==> config.mk <==
export PLATFORM = sky130hd
export DESIGN_NAME = acc_adc_ctrl
export DESIGN_NICKNAME = d
export VERILOG_FILES = /design/src/common/acc_pkg.sv /design/src/rtl/acc_adc_ctrl.sv /design/src/rtl/acc_prescaler.sv /design/src/rtl/acc_chan_mux.sv
export SDC_FILE = /design/constraint.sdc
export NUM_CORES = 1
export LEC_CHECK = 0
export BUFFER_PORTS_ARGS = -buffer_cell sky130_fd_sc_hd__buf_2
export CAP_MARGIN = 30
export CELL_PAD_IN_SITES_DETAIL_PLACEMENT = 0
export CELL_PAD_IN_SITES_GLOBAL_PLACEMENT = 1
export CORE_MARGIN = 2
export CORE_UTILIZATION = 35
export CTS_CLUSTER_SIZE = 28
export DETAILED_ROUTE_END_ITERATION = 16
export PLACE_DENSITY_LB_ADDON = 0.1
export SKIP_LAST_GASP = 1
export SLEW_MARGIN = 20
export SYNTH_ARGS = -nofsm -noshare
export SYNTH_HDL_FRONTEND = slang
export SYNTH_SLANG_ARGS = --single-unit
==> constraint.sdc <==
create_clock -name sys_clk -period 2.5 [get_ports sys_clk]
set_clock_uncertainty 0.2 [all_clocks]
set_input_delay 0.25 -clock sys_clk [delete_from_list [all_inputs] [get_ports sys_clk]]
set_output_delay 0.25 -clock sys_clk [all_outputs]
set_load 0.03 [all_outputs]
==> src/common/acc_pkg.sv <==
// package of constants and carriers for the converter control block
package acc_pkg;

    localparam int NUM_CH       = 8;
    localparam int SEL_W        = 3;
    localparam int RES_W        = 10;
    localparam int STD_BITS     = 8;
    localparam int PRS_W        = 5;
    localparam int CNT_W        = 4;
    // conversion length in adc clock periods
    localparam logic [CNT_W-1:0] SH_PERIODS   = 4'h1;
    localparam logic [CNT_W-1:0] BIT_PERIODS  = 4'hA;
    localparam logic [CNT_W-1:0] CONV_PERIODS = 4'hB;
    // prescaler: prs of zero divides by 64, else by 2*prs
    localparam logic [6:0]       DIV_ZERO_PRS = 7'h40;
    localparam logic [PRS_W-1:0] PRS_RESET    = 5'h00;
    localparam logic [NUM_CH-1:0] CFG_RESET   = 8'h00;
    localparam logic [RES_W-1:0] RESULT_RESET = 10'h000;

    typedef enum logic [1:0] {
        ACC_IDLE,
        ACC_SAMPLE,
        ACC_CONVERT
    } acc_state_e;

    // software controls of the control register
    typedef struct packed {
        logic             pseudo_idle_select;
        logic             converter_enable;
        logic             start_write;
        logic             eoc_clear;
        logic [SEL_W-1:0] channel_select_field;
    } acc_ctrl_s;

    // status seen by software
    typedef struct packed {
        logic             start_status_bit;
        logic             end_of_conversion_flag;
        logic [RES_W-1:0] result;
    } acc_stat_s;

endpackage

==> src/rtl/acc_adc_ctrl.sv <==
// converter control: start, timing, result, flags and pseudo idle
// Operation
// one of eight inputs routed to converter
// standard eight-bit and precision ten-bit modes
// each conversion yields ten-bit result
// software sets pseudo idle then starts
// precision conversion halts cpu, peripherals run
// only end interrupt wakes cpu
// other interrupts held until conversion ends
// config bit picks analog or port pin
// unconfigured pins stay general purpose
// start on unconfigured channel does nothing
// conversion lasts eleven adc clock periods
// software waits setup after enable
// completion shown by flag and interrupt
// start bit begins, hardware clears it
// hardware sets end flag, software clears
// three-bit field selects input binary
// enable clear gives standby, no conversions
// start during conversion is ignored
module acc_adc_ctrl (
    // clock and reset
    input  wire logic                       sys_clk,
    input  wire logic                       resetn,
    // software control
    input  wire acc_pkg::acc_ctrl_s         ctrl,
    input  wire logic [acc_pkg::PRS_W-1:0]  prescale,
    input  wire logic [acc_pkg::NUM_CH-1:0] channel_config_reg,
    input  wire logic                       eoc_interrupt_enable,
    // analog front end
    input  wire logic [acc_pkg::RES_W-1:0]  ch_code [acc_pkg::NUM_CH],
    // other interrupt sources of the chip
    input  wire logic                       other_irq_in,
    // status
    output acc_pkg::acc_stat_s              status,
    output logic                            eoc_irq,
    output logic                            other_irq_out,
    output logic                            cpu_halt,
    output logic                            sample_hold,
    output logic [acc_pkg::NUM_CH-1:0]      pin_is_analog
);
    acc_pkg::acc_state_e             state_r;
    acc_pkg::acc_state_e             state_nxt;
    logic [acc_pkg::CNT_W-1:0]       cnt_r;
    logic [acc_pkg::CNT_W-1:0]       cnt_nxt;
    logic                            busy_r;
    logic                            eoc_r;
    logic                            prec_r;
    logic [acc_pkg::RES_W-1:0]       sample_r;
    logic [acc_pkg::RES_W-1:0]       result_r;
    logic [acc_pkg::NUM_CH-1:0]      pin_r;
    logic                            irq_r;
    logic                            oirq_r;
    logic                            halt_r;
    logic                            sh_r;
    logic                            adc_tick;
    logic [acc_pkg::RES_W-1:0]       sel_code;
    logic                            ch_ok;
    logic [acc_pkg::NUM_CH-1:0]      pin_w;

    // channel multiplexer
    acc_chan_mux u_mux (
        .channel_select_field (ctrl.channel_select_field),
        .channel_config_reg   (channel_config_reg),
        .ch_code              (ch_code),
        .selected_analog_input(sel_code),
        .channel_allowed      (ch_ok),
        .pin_is_analog        (pin_w)
    );

    // adc clock, stopped in standby
    acc_prescaler u_prs (
        .sys_clk (sys_clk),
        .resetn  (resetn),
        .run     (ctrl.converter_enable),
        .prs     (prescale),
        .adc_tick(adc_tick)
    );

    // start accepted only when enabled, idle and channel configured
    wire start_ok  = ctrl.start_write && ctrl.converter_enable && !busy_r && ch_ok; // see R10 see R18
    wire in_sample = (state_r == acc_pkg::ACC_SAMPLE);
    wire in_conv   = (state_r == acc_pkg::ACC_CONVERT);
    wire last_bit  = in_conv && adc_tick && (cnt_r == acc_pkg::BIT_PERIODS - 4'h1);
    wire done      = last_bit;
    // standard mode keeps eight useful bits, precision keeps ten
    wire [acc_pkg::RES_W-1:0] std_mask = {{acc_pkg::STD_BITS{1'b1}}, {(acc_pkg::RES_W-acc_pkg::STD_BITS){1'b0}}};
    wire [acc_pkg::RES_W-1:0] res_w    = prec_r ? sample_r : (sample_r & std_mask); // see R2

    // sequencer next state: one sample period then ten bit periods
    always_comb begin
        state_nxt = state_r;
        cnt_nxt   = cnt_r;
        unique case (state_r)
            acc_pkg::ACC_IDLE: begin
                cnt_nxt = '0;
                if (start_ok) begin
                    state_nxt = acc_pkg::ACC_SAMPLE;
                end
            end
            acc_pkg::ACC_SAMPLE: begin
                if (!ctrl.converter_enable) begin
                    state_nxt = acc_pkg::ACC_IDLE;
                end else if (adc_tick) begin
                    state_nxt = acc_pkg::ACC_CONVERT;
                    cnt_nxt   = '0;
                end
            end
            acc_pkg::ACC_CONVERT: begin
                if (!ctrl.converter_enable || done) begin
                    state_nxt = acc_pkg::ACC_IDLE;
                end else if (adc_tick) begin
                    cnt_nxt = cnt_r + 4'h1;
                end
            end
        endcase
    end

    // sequencer state and counter
    always_ff @(posedge sys_clk or negedge resetn) begin
        if (!resetn) begin
            state_r <= acc_pkg::ACC_IDLE;
            cnt_r   <= '0;
        end else begin
            state_r <= state_nxt;
            cnt_r   <= cnt_nxt;
        end
    end

    // start/status bit: set by accepted start, cleared at completion
    always_ff @(posedge sys_clk or negedge resetn) begin
        if (!resetn) begin
            busy_r <= 1'b0;
        end else if (start_ok) begin
            busy_r <= 1'b1;
        end else if (done || !ctrl.converter_enable) begin
            busy_r <= 1'b0; // see R14
        end
    end

    // mode latched at start, sample caught at end of hold period
    always_ff @(posedge sys_clk or negedge resetn) begin
        if (!resetn) begin
            prec_r   <= 1'b0;
            sample_r <= acc_pkg::RESULT_RESET;
        end else begin
            if (start_ok) begin
                prec_r <= ctrl.pseudo_idle_select; // see R4
            end
            if (in_sample && adc_tick) begin
                sample_r <= sel_code;
            end
        end
    end

    // result register updated only by a completed conversion
    always_ff @(posedge sys_clk or negedge resetn) begin
        if (!resetn) begin
            result_r <= acc_pkg::RESULT_RESET;
        end else if (done) begin
            result_r <= res_w;
        end
    end

    // end flag: hardware set wins over software clear
    always_ff @(posedge sys_clk or negedge resetn) begin
        if (!resetn) begin
            eoc_r <= 1'b0;
        end else if (done) begin
            eoc_r <= 1'b1; // see R15
        end else if (ctrl.eoc_clear) begin
            eoc_r <= 1'b0;
        end
    end

    // registered outputs: interrupt, cpu halt, held interrupts, pins
    always_ff @(posedge sys_clk or negedge resetn) begin
        if (!resetn) begin
            irq_r  <= 1'b0;
            halt_r <= 1'b0;
            oirq_r <= 1'b0;
            sh_r   <= 1'b0;
            pin_r  <= acc_pkg::CFG_RESET;
        end else begin
            irq_r  <= (eoc_r || done) && eoc_interrupt_enable; // see R13
            halt_r <= busy_r && prec_r && !done && ctrl.converter_enable; // see R5
            oirq_r <= other_irq_in && !(busy_r && prec_r && !done);
            sh_r   <= in_sample;
            pin_r  <= pin_w; // see R8
        end
    end

    assign status.start_status_bit       = busy_r;
    assign status.end_of_conversion_flag = eoc_r;
    assign status.result                 = result_r;
    assign eoc_irq       = irq_r;
    assign cpu_halt      = halt_r;
    assign other_irq_out = oirq_r;
    assign sample_hold   = sh_r;
    assign pin_is_analog = pin_r;

    // checks
    a_start_ignored: assert property (@(posedge sys_clk) disable iff (!resetn)
        busy_r && ctrl.start_write |=> $stable(prec_r))
        else $error("start during conversion changed the mode");
    a_unconf_start: assert property (@(posedge sys_clk) disable iff (!resetn)
        state_r == acc_pkg::ACC_IDLE && ctrl.start_write && !ch_ok |=> !busy_r)
        else $error("start on unconfigured channel was accepted");
    a_eoc_sets: assert property (@(posedge sys_clk) disable iff (!resetn)
        done |=> eoc_r && !busy_r)
        else $error("completion did not set flag and clear start bit");
    a_irq_follow: assert property (@(posedge sys_clk) disable iff (!resetn)
        eoc_r && eoc_interrupt_enable |=> irq_r)
        else $error("interrupt not raised with flag and enable");
    a_halt_prec: assert property (@(posedge sys_clk) disable iff (!resetn)
        halt_r |-> $past(prec_r) && $past(busy_r))
        else $error("cpu halted outside a precision conversion");
    a_hold_other: assert property (@(posedge sys_clk) disable iff (!resetn)
        busy_r && prec_r && !done |=> !oirq_r)
        else $error("other interrupt passed during precision conversion");
    a_standby_idle: assert property (@(posedge sys_clk) disable iff (!resetn)
        !ctrl.converter_enable |=> state_r == acc_pkg::ACC_IDLE)
        else $error("conversion running in standby");
    a_conv_length: assert property (@(posedge sys_clk) disable iff (!resetn)
        in_sample && adc_tick |=> in_conv [*1] ##0 (cnt_r == 4'h0))
        else $error("convert phase did not start at bit zero");
    a_std_mask: assert property (@(posedge sys_clk) disable iff (!resetn)
        done && !prec_r |=> result_r[1:0] == 2'b00)
        else $error("standard result carries precision bits");
endmodule

==> src/rtl/acc_prescaler.sv <==
// adc clock tick generator from the peripheral clock
module acc_prescaler (
    // clock and reset
    input  wire logic                       sys_clk,
    input  wire logic                       resetn,
    // control
    input  wire logic                       run,
    input  wire logic [acc_pkg::PRS_W-1:0]  prs,
    // tick output
    output logic                            adc_tick
);
    logic [6:0] cnt_r;
    logic [6:0] cnt_nxt;
    wire  [6:0] div_w = (prs == acc_pkg::PRS_RESET) ? acc_pkg::DIV_ZERO_PRS : {1'b0, prs, 1'b0};
    wire        wrap_w = (cnt_r >= div_w - 7'h01);

    assign cnt_nxt = (!run || wrap_w) ? 7'h00 : cnt_r + 7'h01;

    // divider counter and one-cycle tick
    always_ff @(posedge sys_clk or negedge resetn) begin
        if (!resetn) begin
            cnt_r    <= 7'h00;
            adc_tick <= 1'b0;
        end else begin
            cnt_r    <= cnt_nxt;
            adc_tick <= run && wrap_w;
        end
    end
endmodule

==> src/rtl/acc_chan_mux.sv <==
// channel routing and pin function selection
module acc_chan_mux (
    // selection
    input  wire logic [acc_pkg::SEL_W-1:0]  channel_select_field,
    input  wire logic [acc_pkg::NUM_CH-1:0] channel_config_reg,
    // per-channel sample codes from the analog front end
    input  wire logic [acc_pkg::RES_W-1:0]  ch_code [acc_pkg::NUM_CH],
    // routed outputs
    output logic [acc_pkg::RES_W-1:0]       selected_analog_input,
    output logic                            channel_allowed,
    output logic [acc_pkg::NUM_CH-1:0]      pin_is_analog
);
    // binary index picks one input, config bits gate it
    assign selected_analog_input = ch_code[channel_select_field]; // see R1
    assign channel_allowed       = channel_config_reg[channel_select_field];
    assign pin_is_analog         = channel_config_reg; // see R8
endmodule

== Word-level counts from Yosys, hierarchy flattened ==
Cells that the tools add are included.

* Output and inout port bits: 24
* Register bits: 49
* Input bits: 104
* Word-level logic and storage cells: 78

* Equal/unequal tests: 10
* Mux-type cells: 22
* Magnitude comparators: 3
* Bitwise logic cells: 1
* Reductions and logical operators: 25
* Add/sub/neg operators: 3

{| class="wikitable"
|+ Operators by type and width
! cell !! number
|-
| binary-select mux 10 bit (select 3 bit) || 1
|-
| 2-to-1 mux 10 bit || 2
|-
| 2-to-1 mux 4 bit || 4
|-
| 2-to-1 mux 7 bit || 2
|-
| logical AND 1 bit || 12
|-
| one-hot mux 4 bit (3 select lines) || 1
|-
| 2-to-1 mux 2 bit || 5
|-
| adder 7 x 1 -> 7 bit (second input constant) || 1
|-
| >= comparator 7 bit || 1
|-
| subtractor 7 x 1 -> 7 bit (second input constant) || 1
|-
| inequality test 2 x 1 -> 1 bit (second input constant) || 3
|-
| inequality test 2 bit (second input constant) || 3
|-
| one-hot mux 2 bit (3 select lines) || 1
|-
| logical NOT 5 bit || 1
|-
| 2-to-1 mux 1 bit || 5
|-
| adder 4 x 1 -> 4 bit (second input constant) || 1
|-
| == test 4 bit (second input constant) || 1
|-
| >= comparator 4 bit (second input constant) || 1
|-
| logical NOT 1 bit || 4
|-
| less-than comparator 3 x 4 -> 1 bit (second input constant) || 1
|-
| NOT 3 -> 4 bit || 1
|-
| AND reduction 4 bit || 1
|-
| nonzero test 2 bit || 2
|-
| binary-select mux 1 bit (select 3 bit) || 1
|-
| other kinds (6) || 8
|}

== Logic depth before layout (Yosys ltp) ==
Gate-level depths: netlist of run 1.

* Depth after elaboration: 7
* Mapped depth: 9
* Gate-level depth less buffers: 9

== Cells and area by module ==
A second synthesis of run 1 with hierarchy kept.

* Cell total of the unflattened synthesis: 222
* Area, all modules: 3,025.4 µm²

{| class="wikitable"
|+ By module, submodules not included
! module !! cells an instance !! times used !! sequential area each (µm²) !! area each (µm²)
|-
| acc_adc_ctrl || 122 || 1 || 1,026.0 || 1,691.6
|-
| acc_chan_mux || 46 || 1 || 0.0 || 795.8
|-
| acc_prescaler || 54 || 1 || 200.2 || 538.0
|}

== Worst setup path after synthesis of run 1 ==
No wires, ideal clock.

* Kind: in2reg
* Start: input prescale[0] in the netlist's numbering
* End: register u_prs.cnt_r[2]
* Path buffers: 0
* Setup slack: 0.591 ns
* Data arrival time: 1.635 ns
* Stages: 9
* Data required time: 2.226 ns
* Setup time: 0.074 ns
* Cell sequence: inv_1 -> ha_1 -> nand2_1 -> xor2_1 -> ha_1 -> a41o_1 -> a21oi_1 -> o211ai_1 -> nor2_1

* Cells in the longest elaborated chain, start to end: 6

{| class="wikitable"
|+ RTL lines
! what !! RTL line !! text
|-
| start: declaration || acc_adc_ctrl.sv:27 || <nowiki>input wire logic [acc_pkg::PRS_W-1:0] prescale,</nowiki>
|-
| logical NOT 5 bit || acc_prescaler.sv:14 || <nowiki>wire [6:0] div_w = (prs == acc_pkg::PRS_RESET) ? acc_pkg::DIV_ZERO_PRS : {1'b0, prs, 1'b0};</nowiki>
|-
| 2-to-1 mux 7 bit (*) || acc_prescaler.sv:14 ||
|-
| subtractor 7 x 1 -> 7 bit (*) || acc_prescaler.sv:15 || <nowiki>wire wrap_w = (cnt_r >= div_w - 7'h01);</nowiki>
|-
| >= comparator 7 bit (*) || acc_prescaler.sv:15 ||
|-
| logical OR 1 bit (*) || acc_prescaler.sv:17 || <nowiki>assign cnt_nxt = (!run || wrap_w) ? 7'h00 : cnt_r + 7'h01;</nowiki>
|-
| 2-to-1 mux 7 bit (*) || acc_prescaler.sv:17 ||
|-
| via u_prs.cnt_nxt[2] || acc_prescaler.sv:13 || <nowiki>logic [6:0] cnt_nxt;</nowiki>
|-
| end signal: assignment || acc_prescaler.sv:25 || <nowiki>cnt_r <= cnt_nxt;</nowiki>
|-
| end: declaration || acc_prescaler.sv:12 || <nowiki>logic [6:0] cnt_r;</nowiki>
|}

Mark *: on every way through the listed nets, which the timed path passes. The rest lies on a longest branch.
A chain may end at the register's enable or synchronous reset.

== Worst setup path in the final report of run 1 ==
* Start: input channel_config_reg[1] in the netlist's numbering
* End: register prec_r

* Cells in the longest elaborated chain, start to end: 3

{| class="wikitable"
|+ RTL lines
! what !! RTL line !! text
|-
| start: declaration || acc_adc_ctrl.sv:28 || <nowiki>input wire logic [acc_pkg::NUM_CH-1:0] channel_config_reg,</nowiki>
|-
| binary-select mux 1 bit (select 3 bit) || acc_chan_mux.sv:15 || <nowiki>assign channel_allowed = channel_config_reg[channel_select_field];</nowiki>
|-
| 2-to-1 mux 1 bit (implied by the code) || acc_chan_mux.sv:15 ||
|-
| logical AND 1 bit || acc_adc_ctrl.sv:81 || <nowiki>wire start_ok = ctrl.start_write && ctrl.converter_enable && !busy_r && ch_ok;</nowiki>
|-
| end signal: assignment || acc_adc_ctrl.sv:148 || <nowiki>prec_r <= ctrl.pseudo_idle_select;</nowiki>
|-
| end: declaration || acc_adc_ctrl.sv:48 || <nowiki>logic prec_r;</nowiki>
|}

No other way between the ends. The select of a mux whose other input is x is not followed.

==> metrics.txt, run 1 <==
P_sw=between 0.5 and 0.6 mW; Yosys reg bits=just under 50; Pwr Total=between 1.5 and 2 mW; CTS tree=done; final net count=510; area delta synth->final=33.8%; worst vdd ir=roughly 320 uV; routed vias/inst=approximately 4.9; synth top area cells=dfrtp_1 (43%), mux4_2 (17%), ha_1 (5.7%); drt wl/cell=between 15 and 20 um; Cell Area, Placed=approximately 0.0036 mm2; Syn Nets=374; Hold WC Path Type=in -> reg; initial antenna violation count=0; initial core utilization=between 30% and 40%; largest net degree at the start of global routing=27; Fillers=between 800 and 900; Leak=1.92 nW; startpoint types=input pin; leading cell type in the layout, fill and taps excluded=buf_2; synthesized cell area=around 0.0029 mm2; Worst setup EP type=flip-flop; global placement routability congestion=around 0.77; Final Hold Viols=0; number of flops mapped to enable cells by yosys=0; count of input and output buffers=between 100 and 150; num ports=128; Pre-Repair DR Iteration Count=4; RSZ-0062 raised after global routing=no; sequential area share after synthesis=between 40% and 50%; Setup-failing EPs final=0; fmax=0.476 GHz; top cell type's share of synthesized area=between 40% and 50%; Post-synth ARST share=100%; share of layout cells above drive strength 1=about 42%; # diodes=0; DIE HEIGHT=94.5 um; clk buf depth=2; Clk Latency, worst-skew pair=0.30 ns; pwr/cell area=around 520 mW/mm2; multi-input logic area=about 0.0015 mm2; Sw Share=28.9%; die area=about 0.009 mm2; Critical Path RT=2.50 ns; DP Wirelength=5.95 mm; Max-Cap Viols=0; depth of the CTS H-tree=2; Yosys cell types=48; number of global-route vias before repair=around 2.5k; clock root buffer=clkbuf_8; Syn Area/Cell=11.1 um2; Total Routing Usage GR=between 10% and 20%; Worst-path clk slew=roughly 0.09 ns; drt total wl=between 7 and 8 mm; CTS buffer count=5; cell row count=33; arrival time at the worst endpoint=around 2.1 ns; Final WS setup=about 0.4 ns; commonest cells after routing, fill and taps aside=buf_2 (127), dfrtp_1 (49), nand2_1 (33); Post-Synthesis Cells=~260; Max Slew Vio Count=0; Sink Count=49; Remaining Overflow, GRT=0; register area=0.00123 mm2; top_reg_cell synth=dfrtp_1; Crit Path Max Fanout=3; Post-Place Worst Slack=around 0.26 ns; cts repair resizes=0; Core Footprint=approximately 0.0081 mm2; Yosys warning total=0; Synth area leader=dfrtp_1; Int Power=between 1 and 1.5 mW; die width=between 90 and 100 um; slew at the pin closest to its max-slew limit=~0.73 ns; status=finished, final reports clean; setup_tns=0 ns; Flop pwr share=46.3%; via count=~2.5k; Routed Antenna Nets=0; Max-slew headroom=around half; drt drc=0; fin crit share=a little over four fifths; Period minus WS final=2.10 ns; DR iter-0 viols=66; Crit Path Class=in -> reg; first-pass GRT wire length=between 10 and 15 mm; Comb power frac=24.7%; final instance area=about 0.0038 mm2; Setup Buffers After CTS=0; clock power share=29.0%
[final timing paths]
path | endpoint | slack, ns | start | cells past startpoint
setup / recovery | prec_r | 0.40 | channel_config_reg[1] | 6
hold / removal | busy_r | 0.08 | ctrl[5] | 3
setup reg to reg | state_r[0] | 0.42 | state_r[1] | 6
hold reg to reg | result_r[4] | 0.27 | result_r[4] | 2
max in group asynchronous | result_r[3] | 1.26 | resetn | 3
min in group asynchronous | result_r[5] | 0.23 | resetn | 2
[synth_stat cells, types with 3 or more instances]
| cell | instances |
|---|---|
| nand4_1 | 3 |
| a21oi_1 | 14 |
| ha_1 | 13 |
| nor2_1 | 21 |
| o21ai_0 | 4 |
| inv_1 | 11 |
| xor2_1 | 4 |
| mux4_2 | 21 |
| mux2i_1 | 11 |
| xnor2_1 | 5 |
| buf_2 | 3 |
| nand2_1 | 33 |
| clkbuf_1 | 8 |
| o211ai_1 | 3 |
| dfrtp_1 | 49 |
| nand3b_1 | 3 |
| buf_4 | 3 |
| and2_1 | 4 |
| nand3_1 | 10 |
[worst max-delay path: stages]
cell and delay, ns:
dlygate4sd3_1 0.54, buf_2 0.13, mux4_2 0.47, nand2b_1 0.19, nand3_1 0.17, mux2_2 0.34
[layout make-up]
| cell class | instances | share of cell area [%] |
|---|---|---|
| Inverter | 11 | 1.08 |
| Clock inverter | 3 | 1.21 |
| Timing Repair Buffer | 145 | 21.0 |
| Multi-Input combinational cell | 181 | 39.5 |
| Tap cell | 105 | 3.43 |
| Sequential cell | 49 | 32.0 |
| Clock buffer | 5 | 1.80 |
[stage by stage]
| step | std cells | utilization (%) | hold slack, ns |
|---|---|---|---|
| 5_1_grt | 499 | 47.4 | 0.0940 |
| 2_1_floorplan | 257 | - | -0.246 |
| 4_1_cts | 499 | 47.4 | 0.0787 |
| 3_3_place_gp | 478 | 44.3 | 0.0413 |
| 3_5_place_dp | 478 | 44.3 | 0.0493 |
| 6_report | 499 | 47.4 | 0.0831 |
[cell families after synthesis]
kind of cell               share of synthesized area, %
AOI/OAI and AO/OA                                  8.17
xor gates and xnor gates                           2.75
adders and majority gates                          5.68
buffers and inverters                              4.32
DFF                                                42.8
muxes                                              21.1
other                                             0.131
and+or+nand+nor                                    15.0
[power groups by stage]
stage | sequential (mW) | clock (mW) | combinational (mW)
2_1_floorplan | 0.960 | 0 | 0.279
3_3_place_gp | 0.938 | 0 | 0.476
3_5_place_dp | 0.940 | 0 | 0.483
4_1_cts | 0.924 | 0.600 | 0.500
5_1_grt | 0.936 | 0.630 | 0.548
6_report | 0.924 | 0.579 | 0.493
[state kept, by name, indices dropped and copies added (netlist names), 2 cells and up]
signal / flops
cnt_r: 4
result_r: 10
u_prs.cnt_r: 7
pin_is_analog: 8
sample_r: 10
state_r: 2
[layer usage]
metal / wire, um / share of wire, % / GRT usage, % / up-vias
met5: 0 / 0 / 0 / -
met1: 3290 / 44 / 23.2 / 1163
met2: 3570 / 47 / 28.0 / 101
li1: - / - / - / 1192
met4: 97 / 1.3 / 4.71 / 0
met3: 562 / 7.5 / 4.63 / 8
[repair_timing]
item                                   4_1_cts  5_1_grt
setup endpoints to repair                    0        0
endpoints found under the hold margin       32        0
hold buffers                                13        0
No activity file was read; power rests on OpenSTA's default activity.
==> run 2, diff against run 1 <==
- CORE_UTILIZATION: 35 -> 32
- clock period: 2.5 -> 1.7 ns (I/O delays scaled with it)
==> metrics.txt, run 2 (synthesis results as in run 1) <==
cell row count=34 (+3.0%); initial antenna violation count=0 (unchanged); RSZ-0062 raised after global routing=yes; Routed Antenna Nets=0 (unchanged); fin crit share=110%; global placement routability congestion=0.772 (about the same); via count=2611 (+6.0%); Worst-path clk slew=0.10 ns (about the same); CTS buffer count=5 (unchanged); first-pass GRT wire length=13.2 mm (+10%); top layer in use=met4; worst vdd ir=402 uV (+26%); met3 WL=551 um (-2.0%); num ports=128 (unchanged); setup_tns=-1.55 ns (-1.55 ns); initial core utilization=32.9% (-2.5 points); Setup-failing EPs final=18 (+18); wire length on met1=3.65 mm (+11%); FF-to-FF End=state_r[1]; DP Wirelength=6.44 mm (+8.3%); final net count=559 (+9.6%); met2 wire len=3.87 mm (+8.5%); Crit Path Class=reg -> reg; drt total wl=8.14 mm (+8.2%); # diodes=0 (unchanged); die width=98.6 um (+4.4%); Leak=2.18 nW (+14%); Max-Cap Viols=0 (unchanged); hold wc startpoint=ctrl[5]; Hold EP=u_prs.adc_tick; Core Footprint=0.00872 mm2 (+7.8%); startpoint types=flip-flop; clk buf depth=2 (unchanged); status=complete, but fails checks; Max Slew Vio Count=0 (unchanged); fmax=0.534 GHz; Worst Reg-to-Reg Cells=6 (unchanged); Clk Latency, worst-skew pair=0.30 ns (about the same); CTS tree=done; Hold WC Path Type=in -> reg; Period minus WS final=approximately 1.9 ns; WHS=0.0931 ns (+0.00992 ns); share of layout cells above drive strength 1=56.9% (+14 points); DIE HEIGHT=98.6 um (+4.4%); Pre-Repair DR Iteration Count=4 (unchanged); Critical Path RT=1.75 ns (-0.75 ns); arrival time at the worst endpoint=1.92 ns (-0.18 ns); depth of the CTS H-tree=2 (unchanged); clock root buffer=clkbuf_8; Remaining Overflow, GRT=0 (unchanged); Worst setup EP type=flip-flop; commonest cells after routing, fill and taps aside=buf_2 (127), dfrtp_1 (49), buf_4 (47); Final Hold Viols=0 (unchanged); Final WS setup=-0.174 ns (-0.575 ns); number of global-route vias before repair=2736 (+10%); worst r2r src=cnt_r[1]; largest net degree at the start of global routing=50 (+85%); DR iter-0 viols=82 (+24%); count of input and output buffers=127 (unchanged); area delta synth->final=54.2%; Total Routing Usage GR=16.8% (-0.52 points); routed vias/inst=4.74 (-4.0%); Pwr Total=3.02 mW (+52%); failing checks=negative setup slack; leading cell type in the layout, fill and taps excluded=buf_2; worst reg2reg setup slack=-0.17 ns (-0.59 ns); pwr/cell area=685 mW/mm2 (+31%); drt drc=0 (unchanged); Crit Path Max Fanout=4 (+1); hold depth=3 (unchanged); die area=0.00973 mm2 (+9.0%); drt wl/cell=14.8 um (-2.0%); Sink Count=49 (unchanged)
[run 2: metrics by stage]
stage          utilization [%]  instance area (um2)  cells  setup WS (ns)
6_report                  50.7                 4420    551         -0.174
3_5_place_dp              45.4                 3960    519         -0.376
4_1_cts                   48.2                 4200    542         -0.194
3_3_place_gp              45.4                 3960    519         -0.323
5_1_grt                   50.7                 4420    551         -0.250
2_1_floorplan                -                 2900    257         -0.182
[run 2: area by class of cell]
cell class | instances | area [um2]
clock inverter | 3 | 26.3
fill | 835 | 4300
inverter | 11 | 48.8
timing repair buffer | 194 | 1250
clock buffer | 5 | 68.8
tap | 108 | 135
sequential | 49 | 1230
multi-input combinational | 181 | 1670
[run 2: critical path, cell delays in order (launching register included)]
cell and delay [ns]:
dfrtp_1 0.36, inv_1 0.05, ha_2 0.17, and4b_1 0.19
or4b_4 0.55, o221ai_2 0.17, or3_1 0.12
[run 2: worst max path at each step]
stage / from / endpoint / slack [ns] / cells past startpoint
floorplan: cnt_r[0] / state_r[1] / -0.18 / 5
global placement: prescale[1] / u_prs.cnt_r[5] / -0.32 / 9
detailed placement: prescale[1] / u_prs.cnt_r[2] / -0.38 / 9
CTS: cnt_r[0] / state_r[1] / -0.19 / 5
global route: cnt_r[1] / state_r[1] / -0.25 / 6
finish: cnt_r[1] / state_r[1] / -0.17 / 6
[run 2: report_power, final]
group | leakage [nW] | internal (mW) | switching (mW)
clock | 0.0423 | 0.300 | 0.424
combinational | 1.53 | 0.510 | 0.436
sequential | 0.606 | 1.28 | 0.0726
[run 2: metal layers]
layer,vias to the layer above,global-route usage [%]
li1,1295,-
met1,1226,23.2
met2,85,27.1
met3,5,4.18
met4,0,3.79
met5,-,0
[run 2: what timing repair did]
| item | CTS | global route |
|---|---|---|
| endpoints found under the setup margin | 11 | 35 |
| hold endpoints to repair | 61 | 0 |
| cloned | 0 | 2 |
| pin swaps | 3 | 20 |
| gates resized for setup | 1 | 36 |
| hold buffers | 13 | 0 |
| setup buffers | 2 | 8 |
